<file path="config.mk">
export PLATFORM = sky130hd
export DESIGN_NAME = e1_framer_status_summary
export DESIGN_NICKNAME = d
export VERILOG_FILES = /design/src/logic/e1_status_pkg.sv /design/src/logic/crc4_sync_counter.sv /design/src/logic/e1_framer_status_summary.sv
export SDC_FILE = /design/constraint.sdc
export NUM_CORES = 1
export LEC_CHECK = 0
export BUFFER_PORTS_ARGS = -buffer_cell sky130_fd_sc_hd__buf_2
export CAP_MARGIN = 30
export CORE_UTILIZATION = 29
export DETAILED_ROUTE_END_ITERATION = 16
export PLACE_DENSITY_LB_ADDON = 0.12
export RECOVER_POWER = 50
export SYNTH_ARGS = -nofsm -noshare
export SYNTH_HDL_FRONTEND = slang
export SYNTH_SLANG_ARGS = --single-unit
</file>
<file path="constraint.sdc">
create_clock -name clk -period 1.9 [get_ports clk]
set_input_delay 0.285 -clock clk [delete_from_list [all_inputs] [get_ports clk]]
set_output_delay 0.285 -clock clk [all_outputs]
set_load 0.02 [all_outputs]
</file>
<file path="src/logic/e1_status_pkg.sv">
`default_nettype none
package e1_status_pkg;

	// ==========================================================
	// register offsets
	localparam logic [7:0] OFF_RX_INFO     = 8'h08;
	localparam logic [7:0] OFF_SYNC_STATUS = 8'h09;
	localparam logic [7:0] OFF_SUMMARY_A   = 8'h0c;
	localparam logic [7:0] OFF_SUMMARY_B   = 8'h0d;
	localparam logic [7:0] OFF_SUMMARY_C   = 8'h0e;

	// ==========================================================
	// field positions and widths
	localparam int        NUM_PORTS      = 4;
	localparam int        SYNC_CNT_W     = 6;
	localparam int        LEVEL_LSB      = 6;
	localparam int        EVENT_W        = 6;
	localparam logic [7:0] RESET_BYTE    = 8'h00;
	localparam logic [SYNC_CNT_W-1:0] CNT_ZERO = 6'h00;
	localparam logic [SYNC_CNT_W-1:0] CNT_ONE  = 6'h01;

	// receive level encodings
	localparam logic [1:0] LEVEL_0_10    = 2'h0;
	localparam logic [1:0] LEVEL_10_20   = 2'h1;
	localparam logic [1:0] LEVEL_20_30   = 2'h2;
	localparam logic [1:0] LEVEL_OVER_30 = 2'h3;

	// ==========================================================
	// carriers; event bits pack in register order 5..0
	typedef struct packed {
		logic jitter_limit_trip;
		logic elastic_full_flag;
		logic elastic_empty_flag;
		logic crc_resync_criterion;
		logic fas_resync_criterion;
		logic cas_resync_criterion;
	} rx_events_s;

	typedef struct packed {
		logic fas_search_active;
		logic cas_search_active;
		logic crc4_search_active;
	} sync_search_s;

	typedef struct packed {
		logic [NUM_PORTS-1:0][7:0] status_one;
		logic [NUM_PORTS-1:0][7:0] status_two;
		logic [NUM_PORTS-1:0][7:0] irq_mask_one;
		logic [NUM_PORTS-1:0][7:0] irq_mask_two;
	} port_status_s;

	typedef enum logic [1:0] {
		CLR_IDLE,
		CLR_MASKED,
		CLR_READ
	} clear_phase_e;

endpackage
`default_nettype wire

</file>
<file path="src/logic/crc4_sync_counter.sv">
`timescale 1ns/1ps
`default_nettype none
module crc4_sync_counter
	import e1_status_pkg::*;
(
	input  wire logic                  clk,
	input  wire logic                  rst,
	input  wire logic                  search_timeout,
	input  wire logic                  crc4_synced,
	input  wire logic                  crc4_mode_en,
	output logic [SYNC_CNT_W-1:0]      count
);

	typedef struct packed {
		logic [SYNC_CNT_W-1:0] cnt;
	} cnt_state_s;

	cnt_state_s st_q;
	cnt_state_s st_d;

	// ==========================================================
	// counter
	always_comb
	begin
		st_d = st_q;
		if (crc4_synced || !crc4_mode_en)
			st_d.cnt = CNT_ZERO;
		else if (search_timeout)
			st_d.cnt = st_q.cnt + CNT_ONE;
	end

	always_ff @(posedge clk or posedge rst)
	begin
		if (rst)
			st_q <= '0;
		else
			st_q <= st_d;
	end

	assign count = st_q.cnt;
endmodule // crc4_sync_counter
`default_nettype wire

</file>
<file path="src/logic/e1_framer_status_summary.sv">
// Function
// - reads of 0Ch, 0Dh or 0Eh return the four-port interrupt summary.
// - summary bit 2n is status one, 2n+1 status two, of port n+1.
// - receive information bits 7:6 give receive level in four ranges.
// - bit 5 latches jitter attenuator within four bits of its limit.
// - bit 4 latches elastic store full with frame deleted.
// - bit 3 latches elastic store empty with frame repeated.
// - bit 2 latches CRC resync criterion, 915 of 1000 codewords bad.
// - bit 1 latches three consecutive errored FAS words.
// - bit 0 latches two consecutive errored CAS multiframe words.
// - sync status bits 7:3 show counter bits 5..2 and 0.
// - sync status bit 2 is live FAS search active.
// - sync status bit 1 is live CAS search active.
// - sync status bit 0 is live CRC4 search active.
// - receive bits latch; host writes mask, reads, writes back to clear.
// - sync status is read-only, live, needs no mask write.
// - each port status bit is masked from the interrupt output by its irq mask.
// - sync counter counts search timeouts, clears on sync or disable, wraps.
`timescale 1ns/1ps
`default_nettype none
module e1_framer_status_summary
	import e1_status_pkg::*;
(
	input  wire logic           clk,
	input  wire logic           rst,
	input  wire logic [7:0]     host_addr,
	input  wire logic           host_rd,
	input  wire logic           host_wr,
	input  wire logic [7:0]     host_wdata,
	output logic [7:0]          host_rdata,
	input  wire rx_events_s     rx_event,
	input  wire logic [1:0]     rx_level,
	input  wire sync_search_s   sync_search,
	input  wire logic           search_timeout,
	input  wire logic           crc4_synced,
	input  wire logic           crc4_mode_en,
	input  wire port_status_s   port_status,
	output logic                irq_n
);

	// ==========================================================
	// state
	typedef struct packed {
		logic [EVENT_W-1:0] flags;
		logic [7:0]         shadow;
		logic [7:0]         mask;
		clear_phase_e       phase;
		logic [7:0]         rdata;
	} st_s;

	st_s                   st_q;
	st_s                   st_d;
	logic [SYNC_CNT_W-1:0] sync_cnt;
	logic [7:0]            summary;
	logic [7:0]            live_info;
	logic [7:0]            sync_byte;
	logic [EVENT_W-1:0]    set_bits;
	logic [EVENT_W-1:0]    clr_bits;
	logic                  rd_info;
	logic                  wr_info;

	function automatic logic is_summary(input logic [7:0] a);
		is_summary = (a == OFF_SUMMARY_A) || (a == OFF_SUMMARY_B) || (a == OFF_SUMMARY_C);
	endfunction

	crc4_sync_counter u_sync_cnt (
		.clk            (clk),
		.rst            (rst),
		.search_timeout (search_timeout),
		.crc4_synced    (crc4_synced),
		.crc4_mode_en   (crc4_mode_en),
		.count          (sync_cnt)
	);

	// ==========================================================
	// summary and interrupt
	always_comb
	begin
		for (int n = 0; n < NUM_PORTS; n++)
		begin
			summary[2*n]   = |(port_status.status_one[n] & port_status.irq_mask_one[n]);
			summary[2*n+1] = |(port_status.status_two[n] & port_status.irq_mask_two[n]);
		end
	end

	// masked bits cannot pull the pin
	assign irq_n = ~(|summary);

	// ==========================================================
	// register file
	assign rd_info   = host_rd && (host_addr == OFF_RX_INFO);
	assign wr_info   = host_wr && (host_addr == OFF_RX_INFO);
	assign set_bits  = rx_event;
	assign live_info = {rx_level, st_q.flags};
	assign sync_byte = {sync_cnt[5:2], sync_cnt[0], sync_search};
	// only the write after a read clears; the mask write never does
	assign clr_bits  = (wr_info && st_q.phase == CLR_READ) ? host_wdata[EVENT_W-1:0] : '0;

	always_comb
	begin
		st_d = st_q;
		st_d.flags = (st_q.flags & ~clr_bits) | set_bits;
		if (wr_info)
		begin
			if (st_q.phase == CLR_READ)
				st_d.phase = CLR_IDLE;
			else
			begin
				st_d.mask   = host_wdata;
				st_d.shadow = (st_q.shadow & ~host_wdata) | (live_info & host_wdata);
				st_d.phase  = CLR_MASKED;
			end
		end
		if (host_rd)
		begin
			if (is_summary(host_addr))
				st_d.rdata = summary;
			else if (host_addr == OFF_RX_INFO)
			begin
				st_d.rdata = st_q.shadow;
				if (st_q.phase == CLR_MASKED)
					st_d.phase = CLR_READ;
			end
			else if (host_addr == OFF_SYNC_STATUS)
				st_d.rdata = sync_byte;
			else
				st_d.rdata = RESET_BYTE;
		end
	end

	always_ff @(posedge clk or posedge rst)
	begin
		if (rst)
			st_q <= '{flags: '0, shadow: RESET_BYTE, mask: RESET_BYTE,
			          phase: CLR_IDLE, rdata: RESET_BYTE};
		else
			st_q <= st_d;
	end

	assign host_rdata = st_q.rdata;
endmodule // e1_framer_status_summary
`default_nettype wire

</file>
Word-level counts from Yosys, hierarchy flattened
Cells that the tools add are included.
- flip-flop bits (word level): 30
- input bits: 162
- output and inout port bits: 9
- add/subtract/negate cells: 1
- equal/unequal tests: 7
- muxes and demuxes: 12
- bitwise operators: 17
- reductions and logical operators: 17
- operators with widths (operator ; count):
    $and A8 B8 Y8 ; 10
    $reduce_or A64 Y1 ; 1
    $reduce_or A8 Y1 ; 8
    $eq A8 B4 Y1 const B ; 5
    $mux W8 ; 3
    $mux W6 ; 3
    $mux W10 ; 1
    $mux W2 ; 4
    $not A8 Y8 ; 1
    $or A8 B8 Y8 ; 1
    $add A6 B1 Y6 const B ; 1
    $and A6 B6 Y6 ; 1
    $not A6 Y6 ; 1
    $or A6 B6 Y6 ; 1
    $logic_or A1 B1 Y1 ; 3
    $eq A2 B1 Y1 const B ; 1
    $eq A2 B2 Y1 const B ; 1
    $logic_and A1 B1 Y1 ; 2
    $not A1 Y1 ; 2
    $reduce_and A2 Y1 ; 1
    $reduce_bool A2 Y1 ; 1
    $logic_not A1 Y1 ; 1
    $mux W1 ; 1

Longest topological paths before layout
- word-level depth: 7
- depth in mapped cells: 6

Modules after synthesis
Synthesis repeated with hierarchy kept, for this count alone.
- cells, all modules: 172
- area, all modules: 1853.0 um2
- by module, submodules not included (module ; instances ; cells an instance ; area each (um2) ; seq. area each (um2)):
    e1_framer_status_summary ; 1 ; 146 ; 1574.0 ; 600.6
    crc4_sync_counter ; 1 ; 26 ; 279.0 ; 150.1

Worst setup path after synthesis
OpenSTA, ideal clock, no wires.
- kind: in2reg
- start point: input host_addr[5]
- end point: register with a tool-made name
- library setup time: 0.125 ns
- data arrival time: 1.719 ns
- required time: 1.775 ns
- setup slack: 0.056 ns
- stages: 6
- path buffers: 2
- cell sequence: or4_4 > buf_6 > nor3_4 > buf_6 > nand3_2 > mux2_4
- RTL lines (what ; RTL line ; RTL):
    start: declaration ; e1_framer_status_summary.sv:26 ; input wire logic [7:0] host_addr,

Worst setup path after layout
- start point: input port_status[88] (netlist bit)
- end point: output irq_n
- word-level cells in the longest chain between the ends: 3
- RTL lines (what ; RTL line ; RTL):
    start: declaration ; e1_framer_status_summary.sv:37 ; input wire port_status_s port_status,
    $and A8 B8 Y8 ; e1_framer_status_summary.sv:82 ; summary[2*n+1] = |(port_status.status_two[n] & port_status.irq_mask_two[n]);
    $reduce_or A64 Y1 ; e1_framer_status_summary.sv:87 ; assign irq_n = ~(|summary);
    $not A1 Y1 ; e1_framer_status_summary.sv:87 ;
    end: declaration ; e1_framer_status_summary.sv:38 ; output logic irq_n
No other way between the ends.

==> impl_metrics.json <==
{
  "whs_endpoint": "live_info[1]",
  "die_area_um2": 6629,
  "ys_ff_latch": 30,
  "finalNonFillerCells": 422,
  "outcome": "completed",
  "hold_depth": 2,
  "cts_buffer_depth": 2,
  "worstHoldStart": "rx_event[1]",
  "design_area_um2": 2909,
  "die_x_um": 81.42,
  "synth_top_area_frac": 0.4104,
  "path_cells": "buf_2, a22oi_1, nand4_1, or4_1, nor2_1, buf_4",
  "cpPeakStageDelay_ps": 540,
  "crit_slowest_cell": "or4_1",
  "antenna_found_initial": 0,
  "fin_worst_skew_ps": 2.782,
  "power_per_cell_area_nw_per_um2": 531.0,
  "start_util": 0.3053,
  "wl_per_cell_um": 14.13,
  "ios": 171,
  "grt_overflow_total": 0,
  "row_count": 28,
  "worstHoldPathType": "in2reg",
  "max_slew.worst_pin.slew_ps": 735.9,
  "yosys_warnings": 0,
  "post_route_cells_drive_above_1_share": 0.6282,
  "rr_worst_depth": 3,
  "cap_viol_max_count": 0,
  "crit_type": "in2out",
  "critPathCaptureType": "primary output",
  "vdd_drop_max_v": 0.0003394,
  "finalHoldViolCount": 0,
  "viasPerCell": 4.927,
  "dpl_cell_area_um2": 2760,
  "fin_crit_sh": 0.9636,
  "diodes": 0,
  "synth_area_leaders": "dfrtp_1 (41%), a22oi_1 (13%), o221a_2 (4.9%), a221o_1 (4.4%), buf_4 (3.7%)",
  "clock-sinks": 30,
  "synth_cell_types": 35,
  "drc": 0,
  "syn_inst": 167,
  "arrival_ps": 1550,
  "cts_tree": "done",
  "first_pass_iters": 5,
  "first_iter_violations": 82,
  "place_inst": 409,
  "cp.required_ps": 1620,
  "path_clk_slew_ps": 60,
  "syn2layout_area_growth_pct": 59.03,
  "slew_headroom": 0.5094,
  "power.total_w": 0.001545,
  "fin_crit_ps": 1831,
  "syn_nets": 330,
  "crit_fanout": 2,
  "syn_avg_cell_area_um2": 10.95,
  "r2r-start": "st_q[8]",
  "netlist_area_um2": 1829,
  "wirelength_um": 5962,
  "cts_buffers": 5,
  "clockRootBuffer": "clkbuf_8",
  "layout_setup_ws_ps": 69.09,
  "cts_max_level": 2,
  "port_buffers": 170,
  "grt_start_max_net_pins": 31,
  "p_leak_nw": 1.473,
  "nNetsFinal": 509,
  "clk_latency_ps": 280,
  "yosysSeqAreaShare": 0.4104,
  "synth.largest_area_cell": "dfrtp_1",
  "grt_pass1_wl_um": 8804,
  "reg2reg_slack_ps": 550,
  "fmax_mhz": 546.2,
  "grt.total_usage": 0.1767,
  "finalSetupViolations": 0,
  "place_congestion": 0.8035,
  "worst_setup_path_start_kind": "primary input",
  "ant_nets": 0,
  "core_region_area_um2": 5991,
  "vias": 2079,
  "slew_violations": 0,
  "grt_pass1_vias": 1991,
  "die_y_um": 81.42,
  "preCtsSetupSlack_ps": 8.635,
  "hpwlAfterDp_um": 5069
}
-- per-layer routing --
layer	vias to the layer above	wire length, um	track usage
li1	1035	-	-
met1	942	2349	0.1977
met2	91	3004	0.3192
met3	11	509	0.05111
met4	0	98	0.05714
met5	-	0	0
-- stage by stage --
step	TNS (ps)	utilization	hold slack (ps)
after floorplan	0	-	375.8
after global placement	0	0.4607	385.9
after detailed placement	0	0.4607	381.2
after CTS	0	0.4760	80.63
after global routing	-11.54	0.4856	165.4
final	0	0.4856	178.0
-- worst max path at each step --
stage / startpoint / to / slack, ps / cells past startpoint
after floorplan: host_addr[5] / flip-flop / 60 / 6
after global placement: host_addr[5] / flip-flop / 30 / 6
after detailed placement: host_addr[5] / flip-flop / 9 / 6
after CTS: port_status[105] / irq_n / 20 / 6
after global routing: port_status[67] / irq_n / -10 / 6
final: port_status[88] / irq_n / 70 / 6
-- synthesized netlist by cell type --
cell / number
o2111ai_1: 1
nand3_2: 3
nor2b_1: 1
nor4_1: 1
ha_1: 1
or4bb_1: 1
and3_1: 1
buf_6: 2
xnor2_1: 1
nand2b_1: 2
inv_1: 2
o31ai_4: 1
o221a_2: 8
nand4_1: 10
dfrtp_1: 30
nor2_2: 1
o22a_1: 1
and2_1: 1
nand2_1: 4
clkbuf_1: 1
nor3_4: 1
nor3_1: 1
mux2_4: 3
mux2_2: 5
nand3_1: 11
a21o_1: 6
mux2i_1: 2
or4_1: 2
a22oi_1: 32
or4_4: 1
a221o_1: 8
xor2_1: 4
buf_4: 9
or4b_1: 1
nor2_1: 8
-- layout by cell type (no fill, tap or decap), types with 2 or more instances in the layout --
cell type  count
nand4_1       10
clkbuf_8       6
inv_1          2
a22oi_2        4
a21o_1         6
mux2_4         3
nand3_2        3
mux2_2         5
dfrtp_1       30
buf_2        169
nand2b_1       2
xor2_1         4
buf_4         13
a221o_1        8
or4_1          2
nor2_1         8
nand3_1       11
o221a_2        8
a22oi_1       28
nand2_1        4
mux2i_1        2
-- cell type report --
cell class | instances | area (um^2)
Inverter | 2 | 7.507
Clock buffer | 7 | 86.33
Sequential cell | 30 | 750.7
Timing Repair Buffer | 184 | 968.4
Multi-Input combinational cell | 123 | 997.2
Fill cell | 633 | 3082
Clock inverter | 1 | 5.005
Tap cell | 75 | 93.84
-- what timing repair did --
action | in CTS | in global routing
endpoints found under the setup margin | 0 | 1
setup buffers | 0 | 5
hold buffers | 0 | 0
resized for setup | 0 | 5
-- worst max-delay path: cells and delay by family --
kind,cells,cell delay (ps)
AO/OA/AOI/OAI,1,200
buffers and inverters,2,250
AND/OR/NAND/NOR,3,810
-- power breakdown --
group / internal, W / switching [W] / total, W / leakage, nW
clock network: 0.000292 / 0.000234 / 0.000526 / 0.0482
registers: 0.000662 / 0.0000159 / 0.000678 / 0.374
logic: 0.000203 / 0.000139 / 0.000342 / 1.05
total: 0.00116 / 0.000389 / 0.00154 / 1.47
-- logic make-up (layout without fill, tap and decap cells) --
kind of cell | Yosys count | in the layout | synth area share
xor gates and xnor gates | 5 | 5 | 0.02394
buffers and inverters | 14 | 194 | 0.05540
DFF | 30 | 30 | 0.4104
adders and majority gates | 1 | 1 | 0.006839
and+or+nand+nor | 50 | 50 | 0.1669
muxes | 10 | 10 | 0.06634
AOI/OAI and AO/OA | 57 | 57 | 0.2702
Power figures use the tool's default switching activity.
